**src/ipw_defs.svh**
```systemverilog
// Purpose: constants of the indexed-port watchdog
// Assumes: 20 MHz mclk_i
// Notes: offsets, fields, resets and timing counts
`ifndef IPW_DEFS_SVH
`define IPW_DEFS_SVH
// ---------------------------------------------------------------
// port addresses and index values
// ---------------------------------------------------------------
`define IPW_PORT_INDEX 1'h0
`define IPW_PORT_DATA 1'h1
`define IPW_UNLOCK_VAL 8'h87
`define IPW_LOCK_VAL 8'hAA
`define IPW_WDT_BANK 8'h08
// ---------------------------------------------------------------
// register indices
// ---------------------------------------------------------------
`define IPW_IDX_BANK 8'h07
`define IPW_IDX_ACT 8'h30
`define IPW_IDX_UNIT 8'hF5
`define IPW_IDX_COUNT 8'hF6
`define IPW_IDX_CTRL 8'hF7
// ---------------------------------------------------------------
// fields and reset values
// ---------------------------------------------------------------
`define IPW_ACT_ON 8'h01
`define IPW_UNIT_MIN_BIT 3
`define IPW_UNIT_FAST_BIT 4
`define IPW_CTRL_MOUSE_BIT 7
`define IPW_CTRL_KBD_BIT 6
`define IPW_CTRL_FORCE_BIT 5
`define IPW_CTRL_STAT_BIT 4
`define IPW_RST_BYTE 8'h00
// ---------------------------------------------------------------
// timing: one millisecond base tick
// ---------------------------------------------------------------
`define IPW_CLK_HZ 20000000
`define IPW_MS_PER_S 1000
`define IPW_CYC_PER_MS (`IPW_CLK_HZ / `IPW_MS_PER_S)
`define IPW_MS_PER_SEC 1000
`define IPW_SEC_PER_MIN 60
// ---------------------------------------------------------------
// host command port registers (own map)
// ---------------------------------------------------------------
`define IPW_H_CMD 4'h0
`define IPW_H_WDATA 4'h1
`define IPW_H_RDATA 4'h2
`define IPW_H_STAT 4'h3
`define IPW_H_IRQ_STAT 4'h4
`define IPW_H_IRQ_CLR 4'h5
`define IPW_H_IRQ_EN 4'h6
`define IPW_CMD_WR 2'h1
`define IPW_CMD_RD 2'h2
`endif

```
**src/ipw_pkg.sv**
```systemverilog
// Purpose: types of the indexed-port watchdog
// Assumes: nothing
// Notes: state of the unlock sequence
package ipw_pkg;
  typedef enum logic [1:0] {
    IPW_LOCKED = 2'h0,
    IPW_HALF = 2'h1,
    IPW_OPEN = 2'h3
  } ipw_cfg_t;
endpackage

```
**src/ipw_if.sv**
```systemverilog
// Purpose: index/data i/o port between host and watchdog
// Assumes: single clock, one-cycle strobes
// Notes: read data valid the cycle after rd
`timescale 1ns/1ps
`default_nettype none
interface ipw_if;
  logic addr;
  logic [7:0] wdata;
  logic wr;
  logic rd;
  logic [7:0] rdata;
  modport dev (input addr, input wdata, input wr, input rd,
    output rdata);
  modport host (output addr, output wdata, output wr, output rd,
    input rdata);
endinterface
`default_nettype wire

```
**src/ipw_device.sv**
```systemverilog
// Purpose: watchdog reached through an index/data port pair
// Assumes: kbd/mouse activity pins are asynchronous levels
// Notes: bank 08 must be selected before watchdog indices work
//
// Local design decision: the plain strobed port.
`timescale 1ns/1ps
`default_nettype none
`include "ipw_defs.svh"
module ipw_device
  import ipw_pkg::*;
(
  input wire logic mclk_i,
  input wire logic reset_i,
  ipw_if.dev port,
  input wire logic kbd_act_i,
  input wire logic mouse_act_i,
  output logic timeout_o
);
  // ---------------------------------------------------------------
  // state
  // ---------------------------------------------------------------
  ipw_cfg_t cfg_reg, cfg_next;
  logic [7:0] index_reg, bank_reg, act_reg, unit_reg, count_reg;
  logic [7:0] ctrl_reg, rdata_reg, left_reg;
  logic stat_reg;
  logic [14:0] ms_div_reg;
  logic [9:0] ms_cnt_reg;
  logic [5:0] sec_cnt_reg;
  logic [5:0] fm_cnt_reg;
  logic [2:0] kbd_sync_reg, mouse_sync_reg;

  // ---------------------------------------------------------------
  // decode
  // ---------------------------------------------------------------
  wire logic idx_wr = port.wr && (port.addr == `IPW_PORT_INDEX);
  wire logic dat_wr = port.wr && (port.addr == `IPW_PORT_DATA);
  wire logic dat_rd = port.rd && (port.addr == `IPW_PORT_DATA);
  wire logic open_cfg = (cfg_reg == IPW_OPEN);
  wire logic wdt_bank = (bank_reg == `IPW_WDT_BANK);
  // bank select itself is global, the rest needs bank 08
  wire logic wr_bank = open_cfg && dat_wr
    && index_reg == `IPW_IDX_BANK;
  wire logic wr_wdt = open_cfg && dat_wr && wdt_bank;
  wire logic wr_act = wr_wdt && index_reg == `IPW_IDX_ACT;
  wire logic wr_unit = wr_wdt && index_reg == `IPW_IDX_UNIT;
  wire logic wr_count = wr_wdt && index_reg == `IPW_IDX_COUNT;
  wire logic wr_ctrl = wr_wdt && index_reg == `IPW_IDX_CTRL;
  wire logic active = (act_reg == `IPW_ACT_ON);
  wire logic fast = unit_reg[`IPW_UNIT_FAST_BIT];
  wire logic minutes = unit_reg[`IPW_UNIT_MIN_BIT];

  // ---------------------------------------------------------------
  // unlock sequencer
  // ---------------------------------------------------------------
  // any other index write between the two 87s restarts the sequence
  always_comb begin
    cfg_next = cfg_reg;
    if (idx_wr) begin
      case (cfg_reg)
        IPW_LOCKED: cfg_next = (port.wdata == `IPW_UNLOCK_VAL) ?
          IPW_HALF : IPW_LOCKED;
        IPW_HALF: cfg_next = (port.wdata == `IPW_UNLOCK_VAL) ?
          IPW_OPEN : IPW_LOCKED;
        IPW_OPEN: cfg_next = (port.wdata == `IPW_LOCK_VAL) ?
          IPW_LOCKED : IPW_OPEN;
        default: cfg_next = IPW_LOCKED;
      endcase
    end
  end

  always_ff @(posedge mclk_i) begin
    if (reset_i) begin
      cfg_reg <= IPW_LOCKED;
    end else begin
      cfg_reg <= cfg_next;
    end
  end

  // index latch: only while open, so 87 is not taken as an index
  always_ff @(posedge mclk_i) begin
    if (reset_i) begin
      index_reg <= `IPW_RST_BYTE;
    end else if (idx_wr && open_cfg) begin
      index_reg <= port.wdata;
    end
  end

  // ---------------------------------------------------------------
  // configuration registers
  // ---------------------------------------------------------------
  always_ff @(posedge mclk_i) begin
    if (reset_i) begin
      bank_reg <= `IPW_RST_BYTE;
      act_reg <= `IPW_RST_BYTE;
      unit_reg <= `IPW_RST_BYTE;
      count_reg <= `IPW_RST_BYTE;
    end else begin
      if (wr_bank) begin
        bank_reg <= port.wdata;
      end
      if (wr_act) begin
        act_reg <= port.wdata;
      end
      if (wr_unit) begin
        unit_reg <= port.wdata;
      end
      if (wr_count) begin
        count_reg <= port.wdata;
      end
    end
  end

  // force bit is never stored; it only makes a one-cycle event
  wire logic force_ev = wr_ctrl && port.wdata[`IPW_CTRL_FORCE_BIT];
  always_ff @(posedge mclk_i) begin
    if (reset_i) begin
      ctrl_reg <= `IPW_RST_BYTE;
    end else if (wr_ctrl) begin
      ctrl_reg <= {port.wdata[7:6], 6'h00};
    end
  end

  // ---------------------------------------------------------------
  // read path, one cycle after the strobe
  // ---------------------------------------------------------------
  wire logic [7:0] ctrl_rd = {ctrl_reg[7:6], 1'b0, stat_reg, 4'h0};
  wire logic rd_ok = open_cfg && dat_rd && wdt_bank;
  wire logic [7:0] rd_mux =
    !rd_ok ? 8'h00 :
    (index_reg == `IPW_IDX_CTRL) ? ctrl_rd :
    (index_reg == `IPW_IDX_COUNT) ? count_reg :
    (index_reg == `IPW_IDX_UNIT) ? unit_reg :
    (index_reg == `IPW_IDX_ACT) ? act_reg : 8'h00;
  always_ff @(posedge mclk_i) begin
    if (reset_i) begin
      rdata_reg <= `IPW_RST_BYTE;
    end else begin
      rdata_reg <= rd_mux;
    end
  end
  assign port.rdata = rdata_reg;

  // ---------------------------------------------------------------
  // activity synchronisers and edge detect
  // ---------------------------------------------------------------
  always_ff @(posedge mclk_i) begin
    if (reset_i) begin
      kbd_sync_reg <= 3'h0;
      mouse_sync_reg <= 3'h0;
    end else begin
      kbd_sync_reg <= {kbd_sync_reg[1:0], kbd_act_i};
      mouse_sync_reg <= {mouse_sync_reg[1:0], mouse_act_i};
    end
  end
  wire logic kbd_ev = kbd_sync_reg[1] && !kbd_sync_reg[2];
  wire logic mouse_ev = mouse_sync_reg[1] && !mouse_sync_reg[2];
  wire logic kick =
    (kbd_ev && ctrl_reg[`IPW_CTRL_KBD_BIT]) ||
    (mouse_ev && ctrl_reg[`IPW_CTRL_MOUSE_BIT]);

  // ---------------------------------------------------------------
  // time base: ms tick, second tick, minute tick
  // ---------------------------------------------------------------
  wire logic ms_tick = (ms_div_reg == 15'(`IPW_CYC_PER_MS - 1));
  wire logic sec_tick = ms_tick &&
    (ms_cnt_reg == 10'(`IPW_MS_PER_SEC - 1));
  wire logic min_tick = sec_tick &&
    (sec_cnt_reg == 6'(`IPW_SEC_PER_MIN - 1));
  // fast minutes: sixty ms make a thousandth of a minute
  wire logic fm_tick = ms_tick &&
    (fm_cnt_reg == 6'(`IPW_SEC_PER_MIN - 1));
  // fast mode: a ms per count, or 60 ms per count in minutes
  wire logic unit_tick = fast ? (minutes ? fm_tick : ms_tick)
    : (minutes ? min_tick : sec_tick);
  // prescaler restarts on reload so the first unit is whole
  wire logic reload = wr_count || kick;
  always_ff @(posedge mclk_i) begin
    if (reset_i || reload) begin
      ms_div_reg <= 15'h0000;
      ms_cnt_reg <= 10'h000;
      sec_cnt_reg <= 6'h00;
      fm_cnt_reg <= 6'h00;
    end else begin
      ms_div_reg <= ms_tick ? 15'h0000 : ms_div_reg + 15'h0001;
      if (ms_tick) begin
        ms_cnt_reg <= sec_tick ? 10'h000 : ms_cnt_reg + 10'h001;
        fm_cnt_reg <= fm_tick ? 6'h00 : fm_cnt_reg + 6'h01;
      end
      if (sec_tick) begin
        sec_cnt_reg <= min_tick ? 6'h00 : sec_cnt_reg + 6'h01;
      end
    end
  end

  // ---------------------------------------------------------------
  // down counter and timeout
  // ---------------------------------------------------------------
  wire logic expire = active && unit_tick && (left_reg == 8'h01);
  always_ff @(posedge mclk_i) begin
    if (reset_i) begin
      left_reg <= `IPW_RST_BYTE;
    end else if (wr_count) begin
      left_reg <= port.wdata;
    end else if (kick) begin
      left_reg <= count_reg;
    end else if (active && unit_tick && left_reg != 8'h00) begin
      left_reg <= left_reg - 8'h01;
    end
  end

  // zero count stops the timer; force still works at zero
  // event wins over a same-cycle count write
  always_ff @(posedge mclk_i) begin
    if (reset_i) begin
      stat_reg <= 1'b0;
    end else if (expire || force_ev) begin
      stat_reg <= 1'b1;
    end else if (wr_count) begin
      stat_reg <= 1'b0;
    end
  end

  always_ff @(posedge mclk_i) begin
    if (reset_i) begin
      timeout_o <= 1'b0;
    end else begin
      timeout_o <= stat_reg;
    end
  end
endmodule
`default_nettype wire

```
**src/flat_wrapper.sv**
```systemverilog
// flat-port wrapper written by rule: the top's interface ports become plain ports
module ipw_device_flat import ipw_pkg::*;
  (mclk_i, reset_i, kbd_act_i, mouse_act_i, timeout_o, port_addr, port_wdata, port_wr, port_rd, port_rdata);
  ipw_if port_i ();
  input wire logic mclk_i;
  input wire logic reset_i;
  input wire logic kbd_act_i;
  input wire logic mouse_act_i;
  output logic timeout_o;
  input wire logic [$bits(port_i.addr)-1:0] port_addr;
  input wire logic [$bits(port_i.wdata)-1:0] port_wdata;
  input wire logic [$bits(port_i.wr)-1:0] port_wr;
  input wire logic [$bits(port_i.rd)-1:0] port_rd;
  output wire logic [$bits(port_i.rdata)-1:0] port_rdata;
  assign port_i.addr = port_addr;
  assign port_i.wdata = port_wdata;
  assign port_i.wr = port_wr;
  assign port_i.rd = port_rd;
  assign port_rdata = port_i.rdata;
  ipw_device u_core (.mclk_i(mclk_i), .reset_i(reset_i), .port(port_i), .kbd_act_i(kbd_act_i), .mouse_act_i(mouse_act_i), .timeout_o(timeout_o));
endmodule
```
**config.mk**
```make
export PLATFORM = sky130hd
export DESIGN_NAME = ipw_device_flat
export DESIGN_NICKNAME = d
export VERILOG_FILES = /design/src/ipw_pkg.sv /design/src/ipw_if.sv /design/src/ipw_device.sv /design/src/flat_wrapper.sv
export VERILOG_INCLUDE_DIRS = /design/src /design/src/src
export SDC_FILE = /design/constraint.sdc
export NUM_CORES = 1
export LEC_CHECK = 0
export ABC_AREA = 1
export BUFFER_PORTS_ARGS = -buffer_cell sky130_fd_sc_hd__buf_2
export CAP_MARGIN = 10
export CORE_ASPECT_RATIO = 0.5
export CORE_MARGIN = 2
export CORE_UTILIZATION = 49
export CTS_BUF_LIST = sky130_fd_sc_hd__clkbuf_4 sky130_fd_sc_hd__clkbuf_8
export DETAILED_ROUTE_END_ITERATION = 7
export PLACE_DENSITY = 0.71
export SYNTH_ARGS = -nofsm -noshare
export SYNTH_HDL_FRONTEND = slang
export SYNTH_SLANG_ARGS = --single-unit
```
**constraint.sdc**
```tcl
create_clock -name mclk_i -period 2.4 [get_ports mclk_i]
set_clock_uncertainty 0.15 [all_clocks]
set_input_delay 0.24 -clock mclk_i [delete_from_list [all_inputs] [get_ports mclk_i]]
set_output_delay 0.24 -clock mclk_i [all_outputs]
set_load 0.01 [all_outputs]
```
==> results.ini <==
[outcome]
status = finished, final reports clean

[global_routing]
grt_pass1_wl_mm = 20.0
grt_pass1_vias = 4336
grt_max_degree = 25
grt-ovfl-total = 0
grt_use_total_pct = 21.7
antenna_found_initial = 0

[route]
drt_first_iter_violations = 365
drt_wl_total_mm = 11.5
vias = 4601
drt_pass1_iterations = 6
ant_nets = 0
wl_per_cell_microns = 12.7
avgViaCountPerCell = 5.08
drc = 0

[power_and_ir_drop]
swShare_pct = 25.3
pwr-share-clk_pct = 37.8
internal_power_mw = 2.22
seq_power_share_pct = 59.1
ir_drop_uv = 247
switching_power_uw = 750
p_leak_nw = 2.31
power_density_mw_per_mm2 = 531
p_comb_share_pct = 3.1

[setup_path]
start_kind = flip-flop
cp.arrival_ns = 2.17
path_class = reg -> reg
reg2reg_to = u_core.left_reg[7]
end_kind = flip-flop
r2r-start = u_core.index_reg[1]
ff2ff_path_depth = 11
crit_required_ns = 2.53
path_max_fanout = 15
r2r_slack_ns = 0.36

[sta]
worst_slew_pin_slew_ns = 0.612
setup_tns_ns = 0
period_needed_ns = 2.04
max_freq_mhz = 490
hold_viol_final = 0
report.final.slew_viol_count = 0
rsz0062_at_grt = no
slew_headroom_pct = 59.0
setup_viol = 0
fin_crit_sh_pct = 85.1

[hold_path]
hold_start = reset_i
hold_class = in -> reg
hold_path_end = u_core.timeout_o
holdPathStages = 2

[floorplanning]
pin_count = 24
die_w_microns = 148
die_y_microns = 76.2
dieArea_sq_mm = 0.0113
design.core.area_sq_mm = 0.0102
start_util_pct = 50.2
core.rowCount = 26

[place]
dpl.hpwl_mm = 8.39
io_buffers = 23
gp_congestion = 0.891
dp_cells = 886

[cts]
cts_resized = 0
clk_path_buf_depth = 2
h-tree-depth = 3
cts_made_buffers = 9
clkTransAtPathRegs_ns = 0.12
cts_sinks = 105
clock_latency_ns = 0.38
cts_setup_buffers = 0
clock-root-buffer = clkbuf_8
cts_tree = yes

[synth]
yosys_warnings = 0
yosysSeqAreaShare_pct = 41.2
synthesis.nets = 755
avgSynthCellArea_sq_um = 6.96
ys_types = 40
async_reset_ff_share_pct = 0
synthFlopType = dfxtp_1
netlist_instances = 734
synth_area_sq_mm = 0.00511
synth-edff-count = 0
synth_seq_cells = 105

[final_layout]
largest_register_ffs = 15
layout_commonest_cell = nand2_1
nets = 781
drive_above_1_share_pct = 11.0
syn_to_final_growth_pct = 9.31
final_cell_mix = nand2_1 (152), nor2_1 (122), dfxtp_1 (105)
final_cells = 905
antenna_cells = 0

[flow_run]
max_cap_viol_count = 0

how the worst max path moves through the flow:
stage / start / endpoint / slack [ns] / depth (start not counted)
4_1_cts: u_core.ms_div_reg[0] / u_core.left_reg[5] / 0.35 / 8
5_1_grt: u_core.ms_cnt_reg[0] / u_core.left_reg[7] / 0.08 / 8
6_report: u_core.index_reg[1] / u_core.left_reg[7] / 0.36 / 11
3_5_place_dp: u_core.ms_cnt_reg[0] / u_core.left_reg[5] / 0.37 / 8
2_1_floorplan: u_core.ms_cnt_reg[0] / u_core.left_reg[0] / 0.64 / 9
3_3_place_gp: u_core.ms_div_reg[0] / u_core.left_reg[6] / 0.41 / 8
layout make-up:
class                   instances  area [sq um]
fillers                      1010          4600
multi-input cells             527          2600
flip-flops and latches        105          2100
inverters                      86           323
repair buffers                 31           183
well taps                     140           175
clock buffers                  10           138
clock inverters                 6          66.3
per-stage QoR:
step / setup slack (ns) / hold slack [ns] / instance area (sq um) / total power [mW] / util (%)
floorplan: 0.644 / 0.197 / 5110 / 1.84 / -
global placement: 0.413 / 0.241 / 5350 / 1.88 / 52.5
detailed placement: 0.368 / 0.247 / 5350 / 1.88 / 52.5
CTS: 0.348 / 0.0185 / 5580 / 3.00 / 54.8
global route: 0.0842 / 0.0207 / 5580 / 3.09 / 54.8
finish: 0.358 / 0.0277 / 5580 / 2.97 / 54.8
synth_stat cells (2+ instances only):
| master | number | area (sq um) |
|---|---|---|
| nand2_1 | 152 | 571 |
| nor2_1 | 122 | 458 |
| dfxtp_1 | 105 | 2100 |
| inv_1 | 75 | 282 |
| a21oi_1 | 51 | 255 |
| o21ai_0 | 50 | 250 |
| nand3_1 | 44 | 220 |
| nor3_1 | 20 | 100 |
| nand4_1 | 15 | 93.8 |
| xor2_1 | 13 | 114 |
| inv_2 | 9 | 33.8 |
| clkbuf_1 | 7 | 26.3 |
| buf_2 | 6 | 30.0 |
| ha_1 | 6 | 75.1 |
| nand2_2 | 6 | 37.5 |
| nor3b_1 | 6 | 45.0 |
| nand3b_1 | 5 | 37.5 |
| nor2_2 | 5 | 31.3 |
| o21ai_1 | 4 | 20.0 |
| a21oi_2 | 3 | 26.3 |
| a31oi_1 | 3 | 18.8 |
| nor2_4 | 3 | 33.8 |
| buf_6 | 2 | 22.5 |
| clkinv_1 | 2 | 7.51 |
| nand2_4 | 2 | 22.5 |
| nand3_2 | 2 | 20.0 |
| nor4_1 | 2 | 12.5 |
| or2_2 | 2 | 12.5 |
critical path, cell delays in order (launching register included):
cell,delay (ns)
dfxtp_1,0.43
inv_2,0.07
nor2_2,0.11
nand2_2,0.10
nor2_8,0.17
nand3_4,0.20
nand2_4,0.14
nor2_4,0.06
inv_1,0.28
nand2_1,0.11
nand2_1,0.08
nor2_1,0.03
what timing repair did:
action	4_1_cts	5_1_grt
hold buffers	3	0
setup endpoints to repair	0	0
hold endpoints to repair	3	0
metal layers:
layer / GRT usage (%) / share of wire [%]
met5: 0 / 0
met4: 4.86 / 0.46
met3: 5.21 / 3.9
met1: 29.2 / 51
met2: 35.4 / 45
power groups by stage:
stage	sequential [mW]	combinational [mW]	clock (mW)
after global placement	1.79	0.0881	0
after CTS	1.75	0.0924	1.16
after detailed placement	1.79	0.0884	0
final	1.75	0.0930	1.12
after global routing	1.76	0.104	1.23
after floorplan	1.79	0.0506	0
kinds of logic (layout without fill, tap and decap cells):
| group | Yosys count | after routing | share of synthesized area [%] |
|---|---|---|---|
| simple gates | 394 | 394 | 35.5 |
| compound gates | 113 | 113 | 11.5 |
| flops | 105 | 105 | 41.2 |
| buf+inv | 102 | 133 | 8.01 |
| xor+xnor | 14 | 14 | 2.40 |
| fa+ha+maj | 6 | 6 | 1.47 |
Power figures use the tool's default switching activity.
